--- config.mk ---
export PLATFORM = sky130hd
export DESIGN_NAME = bkm_break_monitor
export DESIGN_NICKNAME = d
export VERILOG_FILES = /design/src/inc/bkm_pkg.sv /design/src/rtl/bkm_break_monitor.sv /design/src/rtl/bkm_monitor_link.sv
export VERILOG_INCLUDE_DIRS = /design/src /design/src/inc
export SDC_FILE = /design/constraint.sdc
export NUM_CORES = 1
export LEC_CHECK = 0
export ABC_AREA = 0
export BUFFER_PORTS_ARGS = -buffer_cell sky130_fd_sc_hd__buf_4
export CAP_MARGIN = 20
export CORE_AREA = 2 2 85 87
export CTS_BUF_LIST = sky130_fd_sc_hd__clkbuf_8
export CTS_CLUSTER_DIAMETER = 30
export CTS_CLUSTER_SIZE = 24
export DETAILED_ROUTE_END_ITERATION = 10
export DIE_AREA = 0 0 87 89
export PLACE_DENSITY = 0.9
export SETUP_SLACK_MARGIN = 0.5
export SLEW_MARGIN = 20
export SYNTH_ARGS = -nofsm -noshare
export SYNTH_HDL_FRONTEND = slang
export SYNTH_SLANG_ARGS = --single-unit
--- constraint.sdc ---
create_clock -name clk -period 4.2 [get_ports clk]
set_clock_uncertainty 0.05 [all_clocks]
set_input_delay 0.63 -clock clk [delete_from_list [all_inputs] [get_ports clk]]
set_output_delay 0.63 -clock clk [all_outputs]
set_load 0.02 [all_outputs]
--- src/inc/bkm_map.svh ---
`ifndef BKM_MAP_SVH
`define BKM_MAP_SVH

// Register byte addresses
`define BKM_ADDR_STATUS_CONTROL 12'h000
`define BKM_ADDR_ADDRESS_HIGH   12'h004
`define BKM_ADDR_ADDRESS_LOW    12'h008
`define BKM_ADDR_AUXILIARY      12'h00c
`define BKM_ADDR_WAIT_EXIT      12'h010
`define BKM_ADDR_FLAG_CONTROL   12'h014
`define BKM_ADDR_MONITOR_STATUS 12'h018

// Field positions
`define BKM_BIT_ENABLE          7
`define BKM_BIT_ACTIVE          6
`define BKM_BIT_WDOG_DISABLE    0
`define BKM_BIT_WAIT_EXIT       1
`define BKM_BIT_CLEAR_ENABLE    7

// Reset values
`define BKM_RESET_BYTE          8'h00
`define BKM_ERASED_BYTE         8'hff

// Monitor link
`define BKM_SECURITY_BYTES      4'h8
`define BKM_BREAK_BITS          4'ha
`define BKM_DIV_EXTERNAL        9'd256
`define BKM_DIV_INTERNAL        9'd335

`endif

--- src/inc/bkm_pkg.sv ---
package bkm_pkg;

    typedef enum logic [1:0] {
        BKM_MODE_USER,
        BKM_MODE_NORMAL_MON,
        BKM_MODE_FORCED_EXT,
        BKM_MODE_FORCED_INT
    } bkm_mode_t;

    typedef enum logic [2:0] {
        BKM_LINK_IDLE,
        BKM_LINK_START,
        BKM_LINK_DATA,
        BKM_LINK_STOP,
        BKM_LINK_SEND,
        BKM_LINK_READY
    } bkm_link_state_t;

endpackage : bkm_pkg

--- src/rtl/bkm_break_monitor.sv ---
`timescale 1ns/1ps
`include "bkm_map.svh"

module bkm_break_monitor (
    // Clock and reset
    input  wire logic        clk,
    input  wire logic        reset,
    input  wire logic        clk_en,
    // APB slave
    input  wire logic        psel,
    input  wire logic        penable,
    input  wire logic        pwrite,
    input  wire logic [11:0] paddr,
    input  wire logic [31:0] pwdata,
    output logic             pready,
    output logic [31:0]      prdata,
    output logic             pslverr,
    // CPU side
    input  wire logic [15:0] cpu_address,
    input  wire logic        cpu_address_is_pc,
    input  wire logic        cpu_in_break,
    input  wire logic        cpu_wait_exit,
    input  wire logic        cpu_low_power,
    input  wire logic [7:0]  reset_vector_high,
    input  wire logic [7:0]  reset_vector_low,
    // Entry pins
    input  wire logic        test_high_voltage,
    input  wire logic        irq_pin_level,
    input  wire logic        mode_select_a,
    input  wire logic        mode_select_b,
    // Serial pin
    input  wire logic        serial_comm_pin_in,
    output logic             serial_comm_pin_out,
    output logic             serial_comm_pin_oe,
    // To the rest of the chip
    output logic             break_request,
    output logic             watchdog_hold,
    output logic             flag_clear_allowed,
    output logic [15:0]      break_vector,
    output logic             monitor_mode,
    output logic             internal_osc_select,
    output logic             monitor_ready
);

    // Break registers
    logic       brk_enable, next_brk_enable;
    logic       brk_active, next_brk_active;
    logic [7:0] addr_high, next_addr_high;
    logic [7:0] addr_low, next_addr_low;
    logic       wdog_disable, next_wdog_disable;
    logic       wait_exit, next_wait_exit;
    logic       clear_enable, next_clear_enable;
    logic       match_q, next_match_q;
    logic       sw_break, next_sw_break;

    // Mode latch
    logic                 reset_q;
    bkm_pkg::bkm_mode_t   mode, next_mode;
    logic                 mode_valid, next_mode_valid;

    // Pin synchronisers
    logic [1:0] tst_sync, irq_sync, msa_sync, msb_sync, ser_sync;

    logic        wr_strobe;
    logic        rd_strobe;
    logic [7:0]  wbyte;
    logic        mapped;
    logic        pc_match;
    logic        vector_erased;
    logic        link_ready;
    logic [3:0]  bytes_seen;

    function automatic logic addr_hit(input logic [11:0] a, input logic [11:0] target);
        addr_hit = (a == target);
    endfunction : addr_hit

    assign wr_strobe = psel && penable && pwrite;
    assign rd_strobe = psel && penable && !pwrite;
    assign wbyte     = pwdata[7:0];
    assign mapped    = addr_hit(paddr, `BKM_ADDR_STATUS_CONTROL)
                    || addr_hit(paddr, `BKM_ADDR_ADDRESS_HIGH)
                    || addr_hit(paddr, `BKM_ADDR_ADDRESS_LOW)
                    || addr_hit(paddr, `BKM_ADDR_AUXILIARY)
                    || addr_hit(paddr, `BKM_ADDR_WAIT_EXIT)
                    || addr_hit(paddr, `BKM_ADDR_FLAG_CONTROL)
                    || addr_hit(paddr, `BKM_ADDR_MONITOR_STATUS);

    assign pready  = 1'b1;
    assign pslverr = psel && penable && !mapped;

    // Full 16-bit compare on program counter addresses only; a halted bus never matches
    assign pc_match = brk_enable && cpu_address_is_pc && !cpu_low_power
                   && (cpu_address == {addr_high, addr_low});

    always_comb begin
        next_brk_enable   = brk_enable;
        next_brk_active   = brk_active;
        next_addr_high    = addr_high;
        next_addr_low     = addr_low;
        next_wdog_disable = wdog_disable;
        next_wait_exit    = wait_exit;
        next_clear_enable = clear_enable;
        next_match_q      = pc_match;
        next_sw_break     = 1'b0;
        if (wr_strobe) begin
            if (addr_hit(paddr, `BKM_ADDR_STATUS_CONTROL)) begin
                next_brk_enable = wbyte[`BKM_BIT_ENABLE];
                next_brk_active = wbyte[`BKM_BIT_ACTIVE];
                next_sw_break   = wbyte[`BKM_BIT_ACTIVE];
            end
            if (addr_hit(paddr, `BKM_ADDR_ADDRESS_HIGH)) begin
                next_addr_high = wbyte;
            end
            if (addr_hit(paddr, `BKM_ADDR_ADDRESS_LOW)) begin
                next_addr_low = wbyte;
            end
            if (addr_hit(paddr, `BKM_ADDR_AUXILIARY)) begin
                next_wdog_disable = wbyte[`BKM_BIT_WDOG_DISABLE];
            end
            if (addr_hit(paddr, `BKM_ADDR_WAIT_EXIT)) begin
                // Writing zero clears the flag; in break only if allowed
                if (!wbyte[`BKM_BIT_WAIT_EXIT] && (!cpu_in_break || clear_enable)) begin
                    next_wait_exit = 1'b0;
                end
            end
            if (addr_hit(paddr, `BKM_ADDR_FLAG_CONTROL)) begin
                next_clear_enable = wbyte[`BKM_BIT_CLEAR_ENABLE];
            end
        end
        // Hardware set wins over a clear in the same cycle
        if (match_q) begin
            next_brk_active = 1'b1;
        end
        if (cpu_wait_exit && cpu_in_break) begin
            next_wait_exit = 1'b1;
        end
    end

    always_ff @(posedge clk) begin
        if (reset) begin
            brk_enable   <= 1'b0;
            brk_active   <= 1'b0;
            addr_high    <= `BKM_RESET_BYTE;
            addr_low     <= `BKM_RESET_BYTE;
            wdog_disable <= 1'b0;
            wait_exit    <= 1'b0;
            clear_enable <= 1'b0;
            match_q      <= 1'b0;
            sw_break     <= 1'b0;
        end else if (clk_en) begin
            brk_enable   <= next_brk_enable;
            brk_active   <= next_brk_active;
            addr_high    <= next_addr_high;
            addr_low     <= next_addr_low;
            wdog_disable <= next_wdog_disable;
            wait_exit    <= next_wait_exit;
            clear_enable <= next_clear_enable;
            match_q      <= next_match_q;
            sw_break     <= next_sw_break;
        end
    end

    // Two-stage synchronisers, left running through reset so pins settle before the latch
    always_ff @(posedge clk) begin
        if (clk_en) begin
            tst_sync <= {tst_sync[0], test_high_voltage};
            irq_sync <= {irq_sync[0], irq_pin_level};
            msa_sync <= {msa_sync[0], mode_select_a};
            msb_sync <= {msb_sync[0], mode_select_b};
            ser_sync <= {ser_sync[0], serial_comm_pin_in};
        end
    end

    assign vector_erased = (reset_vector_high == `BKM_ERASED_BYTE)
                        && (reset_vector_low == `BKM_ERASED_BYTE);

    // Entry decision, taken on the second enabled edge after reset release
    always_comb begin
        next_mode       = mode;
        next_mode_valid = mode_valid;
        if (!mode_valid && !reset_q) begin
            next_mode_valid = 1'b1;
            if (tst_sync[1] && msa_sync[1] && !msb_sync[1]) begin
                next_mode = bkm_pkg::BKM_MODE_NORMAL_MON;
            end else if (vector_erased) begin
                next_mode = irq_sync[1] ? bkm_pkg::BKM_MODE_FORCED_EXT
                                        : bkm_pkg::BKM_MODE_FORCED_INT;
            end else begin
                next_mode = bkm_pkg::BKM_MODE_USER;
            end
        end
    end

    always_ff @(posedge clk) begin
        if (reset) begin
            reset_q    <= 1'b1;
            mode       <= bkm_pkg::BKM_MODE_USER;
            mode_valid <= 1'b0;
        end else if (clk_en) begin
            reset_q    <= 1'b0;
            mode       <= next_mode;
            mode_valid <= next_mode_valid;
        end
    end

    assign monitor_mode        = mode_valid && (mode != bkm_pkg::BKM_MODE_USER);
    assign internal_osc_select = mode_valid && (mode == bkm_pkg::BKM_MODE_FORCED_INT);

    bkm_monitor_link u_link (
        .clk              (clk),
        .clk_en           (clk_en),
        .reset            (reset),
        .link_enable      (monitor_mode),
        .use_internal_osc (internal_osc_select),
        .serial_in        (ser_sync[1]),
        .serial_out       (serial_comm_pin_out),
        .serial_oe        (serial_comm_pin_oe),
        .link_ready       (link_ready),
        .bytes_seen       (bytes_seen)
    );

    assign monitor_ready = link_ready;

    // Outputs to core
    assign break_request      = match_q || sw_break;
    assign watchdog_hold      = monitor_mode
                             || (wdog_disable && cpu_in_break);
    assign flag_clear_allowed = !cpu_in_break || clear_enable;
    assign break_vector       = monitor_mode ? 16'hfefc : 16'hfffc;

    // APB read mux
    always_comb begin
        prdata = 32'h0000_0000;
        if (rd_strobe) begin
            if (addr_hit(paddr, `BKM_ADDR_STATUS_CONTROL)) begin
                prdata[`BKM_BIT_ENABLE] = brk_enable;
                prdata[`BKM_BIT_ACTIVE] = brk_active;
            end
            if (addr_hit(paddr, `BKM_ADDR_ADDRESS_HIGH)) begin
                prdata[7:0] = addr_high;
            end
            if (addr_hit(paddr, `BKM_ADDR_ADDRESS_LOW)) begin
                prdata[7:0] = addr_low;
            end
            if (addr_hit(paddr, `BKM_ADDR_AUXILIARY)) begin
                prdata[`BKM_BIT_WDOG_DISABLE] = wdog_disable;
            end
            if (addr_hit(paddr, `BKM_ADDR_WAIT_EXIT)) begin
                prdata[`BKM_BIT_WAIT_EXIT] = wait_exit;
            end
            if (addr_hit(paddr, `BKM_ADDR_FLAG_CONTROL)) begin
                prdata[`BKM_BIT_CLEAR_ENABLE] = clear_enable;
            end
            if (addr_hit(paddr, `BKM_ADDR_MONITOR_STATUS)) begin
                prdata[7:0] = {bytes_seen, link_ready, internal_osc_select, mode};
            end
        end
    end

endmodule : bkm_break_monitor

--- src/rtl/bkm_monitor_link.sv ---
`timescale 1ns/1ps
`include "bkm_map.svh"

// Counts security bytes from the host and answers with a break.
module bkm_monitor_link (
    // Clock and reset
    input  wire logic       clk,
    input  wire logic       reset,
    input  wire logic       clk_en,
    // Control
    input  wire logic       link_enable,
    input  wire logic       use_internal_osc,
    // Serial pin, already synchronised
    input  wire logic       serial_in,
    output logic            serial_out,
    output logic            serial_oe,
    // Status
    output logic            link_ready,
    output logic [3:0]      bytes_seen
);

    bkm_pkg::bkm_link_state_t state, next_state;
    logic [8:0] div_cnt, next_div_cnt;
    logic [3:0] bit_cnt, next_bit_cnt;
    logic [3:0] byte_cnt, next_byte_cnt;
    logic       pull_low, next_pull_low;
    logic [8:0] bit_len;
    logic       bit_tick;

    assign bit_len  = use_internal_osc ? `BKM_DIV_INTERNAL : `BKM_DIV_EXTERNAL;
    assign bit_tick = (div_cnt == bit_len - 9'd1);

    always_comb begin
        next_state    = state;
        next_div_cnt  = bit_tick ? 9'd0 : div_cnt + 9'd1;
        next_bit_cnt  = bit_cnt;
        next_byte_cnt = byte_cnt;
        next_pull_low = 1'b0;
        case (state)
            bkm_pkg::BKM_LINK_IDLE: begin
                next_div_cnt = 9'd0;
                if (link_enable && !serial_in) begin
                    next_state = bkm_pkg::BKM_LINK_START;
                end
            end
            bkm_pkg::BKM_LINK_START: begin
                // Half a bit in, confirm the start bit
                if (div_cnt == {1'b0, bit_len[8:1]}) begin
                    next_div_cnt = 9'd0;
                    next_bit_cnt = 4'd0;
                    next_state   = serial_in ? bkm_pkg::BKM_LINK_IDLE
                                             : bkm_pkg::BKM_LINK_DATA;
                end
            end
            bkm_pkg::BKM_LINK_DATA: begin
                if (bit_tick) begin
                    next_bit_cnt = bit_cnt + 4'd1;
                    if (bit_cnt == 4'd7) begin
                        next_state = bkm_pkg::BKM_LINK_STOP;
                    end
                end
            end
            bkm_pkg::BKM_LINK_STOP: begin
                if (bit_tick) begin
                    next_byte_cnt = byte_cnt + 4'd1;
                    if (byte_cnt == `BKM_SECURITY_BYTES - 4'd1) begin
                        next_state    = bkm_pkg::BKM_LINK_SEND;
                        next_bit_cnt  = 4'd0;
                        next_pull_low = 1'b1;
                    end else begin
                        next_state = bkm_pkg::BKM_LINK_IDLE;
                    end
                end
            end
            bkm_pkg::BKM_LINK_SEND: begin
                next_pull_low = 1'b1;
                if (bit_tick) begin
                    next_bit_cnt = bit_cnt + 4'd1;
                    if (bit_cnt == `BKM_BREAK_BITS - 4'd1) begin
                        next_state    = bkm_pkg::BKM_LINK_READY;
                        next_pull_low = 1'b0;
                    end
                end
            end
            bkm_pkg::BKM_LINK_READY: begin
                next_div_cnt = 9'd0;
            end
            default: begin
                next_state = bkm_pkg::BKM_LINK_IDLE;
            end
        endcase
        if (!link_enable) begin
            next_state    = bkm_pkg::BKM_LINK_IDLE;
            next_byte_cnt = 4'd0;
            next_pull_low = 1'b0;
        end
    end

    always_ff @(posedge clk) begin
        if (reset) begin
            state    <= bkm_pkg::BKM_LINK_IDLE;
            div_cnt  <= 9'd0;
            bit_cnt  <= 4'd0;
            byte_cnt <= 4'd0;
            pull_low <= 1'b0;
        end else if (clk_en) begin
            state    <= next_state;
            div_cnt  <= next_div_cnt;
            bit_cnt  <= next_bit_cnt;
            byte_cnt <= next_byte_cnt;
            pull_low <= next_pull_low;
        end
    end

    // Wired-OR: only ever drive low
    assign serial_out = 1'b0;
    assign serial_oe  = pull_low;
    assign link_ready = (state == bkm_pkg::BKM_LINK_READY);
    assign bytes_seen = byte_cnt;

endmodule : bkm_monitor_link

# Word-level counts from Yosys, hierarchy flattened
# Cells that the tools add are included.
# totals
wordCells,167
in_bits,91
output_inout_bits,58
ff_bits,58
# op_classes
n_eq_ne,34
n_mux,50
n_addsub,4
n_reduce_logical,57
# op_table
op,n
$eq 12x5->1 const B,3
$mux 8,4
$mux 4,7
$mux 3,9
$mux 9,3
$eq 12x4->1 const B,2
$ne 3x2->1 const B,7
$reduce_and 3->1,7
$mux 1,18
$pmux 3 s6,1
$pmux 9 s2,1
$logic_and 1x1->1,17
$eq 16x16->1,1
$eq 8x8->1 const B,2
$eq 12x3->1 const B,1
$logic_not 12->1,1
$ne 2x1->1 const B,6
$pmux 4 s3,1
$reduce_bool 2->1,6
$add 9x1->9 const B,1
$eq 9x8->1,1
$eq 9x9->1,1
$logic_not 1->1,9
$logic_or 1x1->1,9
other kinds (19),27

# Depth between registers and ports, before layout
# logic_depth
ltp_word,9
mapped_depth,8
depth_no_buf,7

# By module
# From an unflattened synthesis, not the netlist that was laid out.
# hier_totals
hier_cells,473
hier_area_um2,3880.0
# by_module_without_submodules
mod,cells_each,area_each_um2,instances
bkm_break_monitor,281,2349.8,1
bkm_monitor_link,192,1530.2,1

# Worst setup path after synthesis
# Ideal clock, no wire load.
# synth_path
path_type,input -> output
from,input port paddr[10]
to,output port prdata[7]
setup_slack_ns,1.647
stages,5
arrival_ns,1.873
n_path_buf,1
cell_sequence,nor4_1 -> nand3_1 -> or3_1 -> clkbuf_1 -> nor2b_1
# synth_between
elab_chain_len,7
elab_cells_between_ends,11
cone_classes,eq/ne (4); mux (6); reduce/logical (1)
# synth_lines
item,line,rtl
start: declaration,bkm_break_monitor.sv:13,"input wire logic [11:0] paddr,"
$logic_not 12->1,bkm_break_monitor.sv:74,addr_hit = (a == target);
$mux 2,bkm_break_monitor.sv:235,"if (addr_hit(paddr, `BKM_ADDR_STATUS_CONTROL)) begin"
$mux 8,bkm_break_monitor.sv:239,"if (addr_hit(paddr, `BKM_ADDR_ADDRESS_HIGH)) begin"
$mux 8,bkm_break_monitor.sv:242,"if (addr_hit(paddr, `BKM_ADDR_ADDRESS_LOW)) begin"
$mux 1,bkm_break_monitor.sv:251,"if (addr_hit(paddr, `BKM_ADDR_FLAG_CONTROL)) begin"
$mux 8 *,bkm_break_monitor.sv:254,"if (addr_hit(paddr, `BKM_ADDR_MONITOR_STATUS)) begin"
$mux 8 *,bkm_break_monitor.sv:234,if (rd_strobe) begin
end: declaration,bkm_break_monitor.sv:16,"output logic [31:0] prdata,"
# Every way passes the cells marked *; elsewhere a longest branch is shown, timed or not.

# Worst setup path after layout
# layout_path
from,register u_link.state[0]
to,output port prdata[3]
# layout_between
elab_chain_len,3
# layout_lines
item,line,rtl
start: declaration,bkm_monitor_link.sv:22,"bkm_pkg::bkm_link_state_t state, next_state;"
start signal: assignment,bkm_monitor_link.sv:101,state <= bkm_pkg::BKM_LINK_IDLE;
start signal: assignment,bkm_monitor_link.sv:107,state <= next_state;
$eq 3x3->1,bkm_monitor_link.sv:118,assign link_ready = (state == bkm_pkg::BKM_LINK_READY);
$mux 8,bkm_break_monitor.sv:254,
$mux 8,bkm_break_monitor.sv:234,
# Every way passes these cells.

==> flow_metrics.env <==
export IMPL_status="finished clean"
export IMPL_critical_path_sink_type="primary output"
export IMPL_worst_skew_pair_late_latency_ns=0.34
export IMPL_critical_path_required_ns=3.52
export IMPL_sw_frac_of_total=0.272
export IMPL_edff_count_synth=10
export IMPL_die_width_um=87
export IMPL_globalplace_congestion=0.937
export IMPL_holdPathEnd="msb_sync[1]"
export IMPL_drv_cap=0
export IMPL_post_route_min_period_ns=2.72
export IMPL_seq_power_share=0.466
export IMPL_routed_via_density=5.53
export IMPL_antennaDiodeCount=0
export IMPL_floorplan_die_height_um=89
export IMPL_buffer_ports_inserted=83
export IMPL_cts_buffers=9
export IMPL_drc=0
export IMPL_mappedNetlistArea_um2=3600
export IMPL_core_region_area_um2=6720
export IMPL_slew_headroom=0.445
export IMPL_hold_viol_final=0
export IMPL_report_final_setup_viol=0
export IMPL_total_wire_length_mm=8.70
export IMPL_grt_pass1_vias=3174
export IMPL_grt_first_pass_wirelength_mm=14.4
export IMPL_intPower_mw=0.908
export IMPL_vdd_ir_drop_worst_mv=0.236
export IMPL_post_dp_hpwl_mm=6.45
export IMPL_start_util=0.536
export IMPL_cts_root_to_sink_buffers=2
export IMPL_drtIter0Drc=190
export IMPL_fmax_mhz=368
export IMPL_cts_repair_timing_setup_buffer_count=0
export IMPL_nets=602
export IMPL_routed_top_layer="met4"
export IMPL_cts_sinks=58
export IMPL_timing_hold_worst_path_depth=0
export IMPL_setup_repair_after_global_routing_missed_its_margin="no"
export IMPL_drt_antenna_net_count=0
export IMPL_detailroute_wirelength_met2_mm=4.36
export IMPL_seq_area_frac_synth=0.350
export IMPL_setup_tns_ns=0
export IMPL_grt_start_max_net_pins=43
export IMPL_global_route_overflow_total=0
export IMPL_vias=3274
export IMPL_tritoncts="yes"
export IMPL_hold_buffers=0
export IMPL_drt_met1_wl_mm=3.51
export IMPL_total_switching_power_mw=0.340
export IMPL_postSynthAreaPerCell_um2=8.34
export IMPL_hold_ws_ns=0.378
export IMPL_floorplan_die_area_um2=7740
export IMPL_yosys_warnings=0
export IMPL_combinational_power_share=0.110
export IMPL_route_detailed_wl_per_inst_um=14.7
export IMPL_postSynth_topFlopCell="sky130_fd_sc_hd__dfxtp_1"
export IMPL_critical_path_reg2reg_startpoint="mode[0]"
export IMPL_grt_usage=0.237
export IMPL_routed_wl_met3_um=664
export IMPL_crit_type="reg2out"
export IMPL_io_pin_count=149
export IMPL_critical_path_startpoint_type="flip-flop"
export IMPL_share_clk_of_total_power=0.425
export IMPL_timing_final_crit_share=0.647
export IMPL_critPathArrivalTime_ns=2.04
export IMPL_post_route_cells_drive_above_1_share=0.232
export IMPL_grt_antenna_before_repair=0
export IMPL_placement_rows=30
export IMPL_hold_class="reg2reg"
export IMPL_synth_async_sr_flop_share=0
export IMPL_min_delay_start="msb_sync[0]"
export IMPL_worst_path_max_fanout=8
export IMPL_synth_cell_type_count=63
export IMPL_first_pass_iters=4
export IMPL_worst_slew_pin_slew_ns=0.831
export IMPL_total_leakage_power_nw=1.76
export IMPL_cts_resized_gates=0
export IMPL_power_density_over_the_cells_nw_per_um2=290
export IMPL_worst_r2r_setup_slack_ns=1.97
export IMPL_clockRootBuffer="sky130_fd_sc_hd__clkbuf_8"
export IMPL_critical_path_reg2reg_endpoint="u_link.div_cnt[4]"
export IMPL_path_clk_slew_ns=0.07
export IMPL_h_tree_depth=3
export IMPL_reg2reg_depth=6
export IMPL_ys_seq_elements=58
export IMPL_postSynthCellCount=432
export IMPL_timing_final_max_slew_violations=0
export IMPL_synthToLayoutAreaGrowth_pct=19.3
==> state kept, by name, summed over array words and instances, names as in the netlist <==
signal and count:
sw_break 1, u_link.serial_oe 1, u_link.div_cnt 9, brk_enable 1, msa_sync 2, match_q 1, mode 2, addr_low 8
u_link.bytes_seen 4, wait_exit 1, wdog_disable 1, ser_sync 2, u_link.state 3, reset_q 1, brk_active 1, irq_sync 2
mode_valid 1, addr_high 8, clear_enable 1, u_link.bit_cnt 4, tst_sync 2, msb_sync 2
==> critical path, cell delays in order (launching register included) <==
cell and delay, ns:
sky130_fd_sc_hd__dfxtp_1 0.47, sky130_fd_sc_hd__inv_1 0.20, sky130_fd_sc_hd__nor3_1 0.45, sky130_fd_sc_hd__nand2_1 0.11, sky130_fd_sc_hd__a21oi_1 0.15, sky130_fd_sc_hd__a21oi_1 0.06, sky130_fd_sc_hd__nor2_1 0.11, sky130_fd_sc_hd__buf_4 0.15
==> placed cells by master (no fill, tap or decap), types with 2 or more instances in the layout <==
cell type | Yosys | routed
sky130_fd_sc_hd__a211oi_2 | 2 | 2
sky130_fd_sc_hd__a21o_1 | 4 | 4
sky130_fd_sc_hd__a21oi_1 | 41 | 41
sky130_fd_sc_hd__a22oi_1 | 4 | 4
sky130_fd_sc_hd__a31oi_1 | 3 | 3
sky130_fd_sc_hd__a32o_1 | 3 | 3
sky130_fd_sc_hd__and3_1 | 4 | 4
sky130_fd_sc_hd__buf_4 | 41 | 83
sky130_fd_sc_hd__clkbuf_8 | 0 | 9
sky130_fd_sc_hd__clkinv_4 | 0 | 2
sky130_fd_sc_hd__clkinvlp_4 | 0 | 3
sky130_fd_sc_hd__conb_1 | 2 | 41
sky130_fd_sc_hd__dfxtp_1 | 48 | 48
sky130_fd_sc_hd__edfxtp_1 | 10 | 10
sky130_fd_sc_hd__ha_1 | 4 | 4
sky130_fd_sc_hd__inv_1 | 11 | 11
sky130_fd_sc_hd__mux2_2 | 4 | 4
sky130_fd_sc_hd__mux2i_1 | 18 | 18
sky130_fd_sc_hd__nand2_1 | 40 | 40
sky130_fd_sc_hd__nand2b_1 | 6 | 6
sky130_fd_sc_hd__nand3_1 | 11 | 11
sky130_fd_sc_hd__nand3b_1 | 5 | 5
sky130_fd_sc_hd__nand4_1 | 12 | 12
sky130_fd_sc_hd__nand4b_1 | 5 | 5
sky130_fd_sc_hd__nor2_1 | 47 | 47
sky130_fd_sc_hd__nor2b_1 | 5 | 5
sky130_fd_sc_hd__nor3_1 | 13 | 13
sky130_fd_sc_hd__nor4_1 | 5 | 5
sky130_fd_sc_hd__o211ai_1 | 4 | 4
sky130_fd_sc_hd__o21ai_0 | 9 | 9
sky130_fd_sc_hd__o21ai_1 | 2 | 2
sky130_fd_sc_hd__o31ai_1 | 2 | 2
sky130_fd_sc_hd__or2_2 | 2 | 2
sky130_fd_sc_hd__or3_1 | 4 | 4
sky130_fd_sc_hd__or4_1 | 2 | 2
sky130_fd_sc_hd__xnor2_1 | 4 | 4
sky130_fd_sc_hd__xor2_1 | 12 | 12
==> per-layer routing <==
layer / GRT usage / vias to the layer above
li1: - / 1606
met2: 0.410 / 140
met3: 0.0619 / 15
met1: 0.281 / 1513
met5: 0 / -
met4: 0.0952 / 0
==> how the worst max path moves through the flow <==
stage                     end  depth (start not counted)             from
floorplan           prdata[7]                          5        paddr[10]
global placement    prdata[2]                          6        paddr[10]
detailed placement  prdata[2]                          6        paddr[10]
CTS                 prdata[2]                          6        paddr[10]
global route        prdata[3]                          7  u_link.state[0]
finish              prdata[3]                          7  u_link.state[0]
==> power groups by stage <==
stage	registers (mW)	clock network (mW)	logic, mW
after floorplan	0.592	0	0.100
after global placement	0.593	0	0.133
after detailed placement	0.593	0	0.135
after CTS	0.581	0.535	0.136
after global routing	0.582	0.562	0.149
final	0.581	0.530	0.137
==> stage by stage <==
step                      power [mW]  cells  cell area [um^2]  worst slack [ns]  utilization
after floorplan                0.692    471              3750              1.65            -
after detailed placement       0.729    576              4100              1.51        0.610
after CTS                       1.25    592              4300              1.50        0.640
after global routing            1.29    592              4300              1.31        0.640
final                           1.25    592              4300              1.48        0.640
after global placement         0.725    576              4100              1.52        0.610
==> cell usage after synthesis, types with 2 or more instances <==
cell type | number | area share
sky130_fd_sc_hd__dfxtp_1 | 48 | 0.27
sky130_fd_sc_hd__nor2_1 | 47 | 0.049
sky130_fd_sc_hd__a21oi_1 | 41 | 0.057
sky130_fd_sc_hd__buf_4 | 41 | 0.085
sky130_fd_sc_hd__nand2_1 | 40 | 0.042
sky130_fd_sc_hd__mux2i_1 | 18 | 0.050
sky130_fd_sc_hd__clkbuf_1 | 13 | 0.014
sky130_fd_sc_hd__nor3_1 | 13 | 0.018
sky130_fd_sc_hd__nand4_1 | 12 | 0.021
sky130_fd_sc_hd__xor2_1 | 12 | 0.029
sky130_fd_sc_hd__inv_1 | 11 | 0.011
sky130_fd_sc_hd__nand3_1 | 11 | 0.015
sky130_fd_sc_hd__edfxtp_1 | 10 | 0.083
sky130_fd_sc_hd__o21ai_0 | 9 | 0.012
sky130_fd_sc_hd__nand2b_1 | 6 | 0.010
sky130_fd_sc_hd__nand3b_1 | 5 | 0.010
sky130_fd_sc_hd__nand4b_1 | 5 | 0.012
sky130_fd_sc_hd__nor2b_1 | 5 | 0.0087
sky130_fd_sc_hd__nor4_1 | 5 | 0.0087
sky130_fd_sc_hd__a21o_1 | 4 | 0.0083
sky130_fd_sc_hd__a22oi_1 | 4 | 0.0083
sky130_fd_sc_hd__and3_1 | 4 | 0.0069
sky130_fd_sc_hd__ha_1 | 4 | 0.014
sky130_fd_sc_hd__mux2_2 | 4 | 0.012
sky130_fd_sc_hd__o211ai_1 | 4 | 0.0083
sky130_fd_sc_hd__or3_1 | 4 | 0.0069
sky130_fd_sc_hd__xnor2_1 | 4 | 0.0097
sky130_fd_sc_hd__a31oi_1 | 3 | 0.0052
sky130_fd_sc_hd__a32o_1 | 3 | 0.0083
sky130_fd_sc_hd__buf_2 | 3 | 0.0042
sky130_fd_sc_hd__a211oi_2 | 2 | 0.0069
sky130_fd_sc_hd__conb_1 | 2 | 0.0021
sky130_fd_sc_hd__o21ai_1 | 2 | 0.0028
sky130_fd_sc_hd__o31ai_1 | 2 | 0.0042
sky130_fd_sc_hd__or2_2 | 2 | 0.0035
sky130_fd_sc_hd__or4_1 | 2 | 0.0042
==> logic make-up after synthesis <==
logic type / share of synthesized area
compound gates: 0.157
mux: 0.0725
flops: 0.350
other cells: 0.00208
xor+xnor: 0.0389
buf+inv: 0.118
fa+ha+maj: 0.0139
simple gates: 0.249
==> area by class of cell <==
cell class / instances / area, um^2
Clock buffer: 9 / 124
Clock inverter: 7 / 78.8
Fill cell: 548 / 2420
Inverter: 13 / 48.8
Multi-Input combinational cell: 342 / 2070
Sequential cell: 58 / 1260
Tap cell: 80 / 100
Timing Repair Buffer: 83 / 623
No activity file was read; power rests on OpenSTA's default activity.
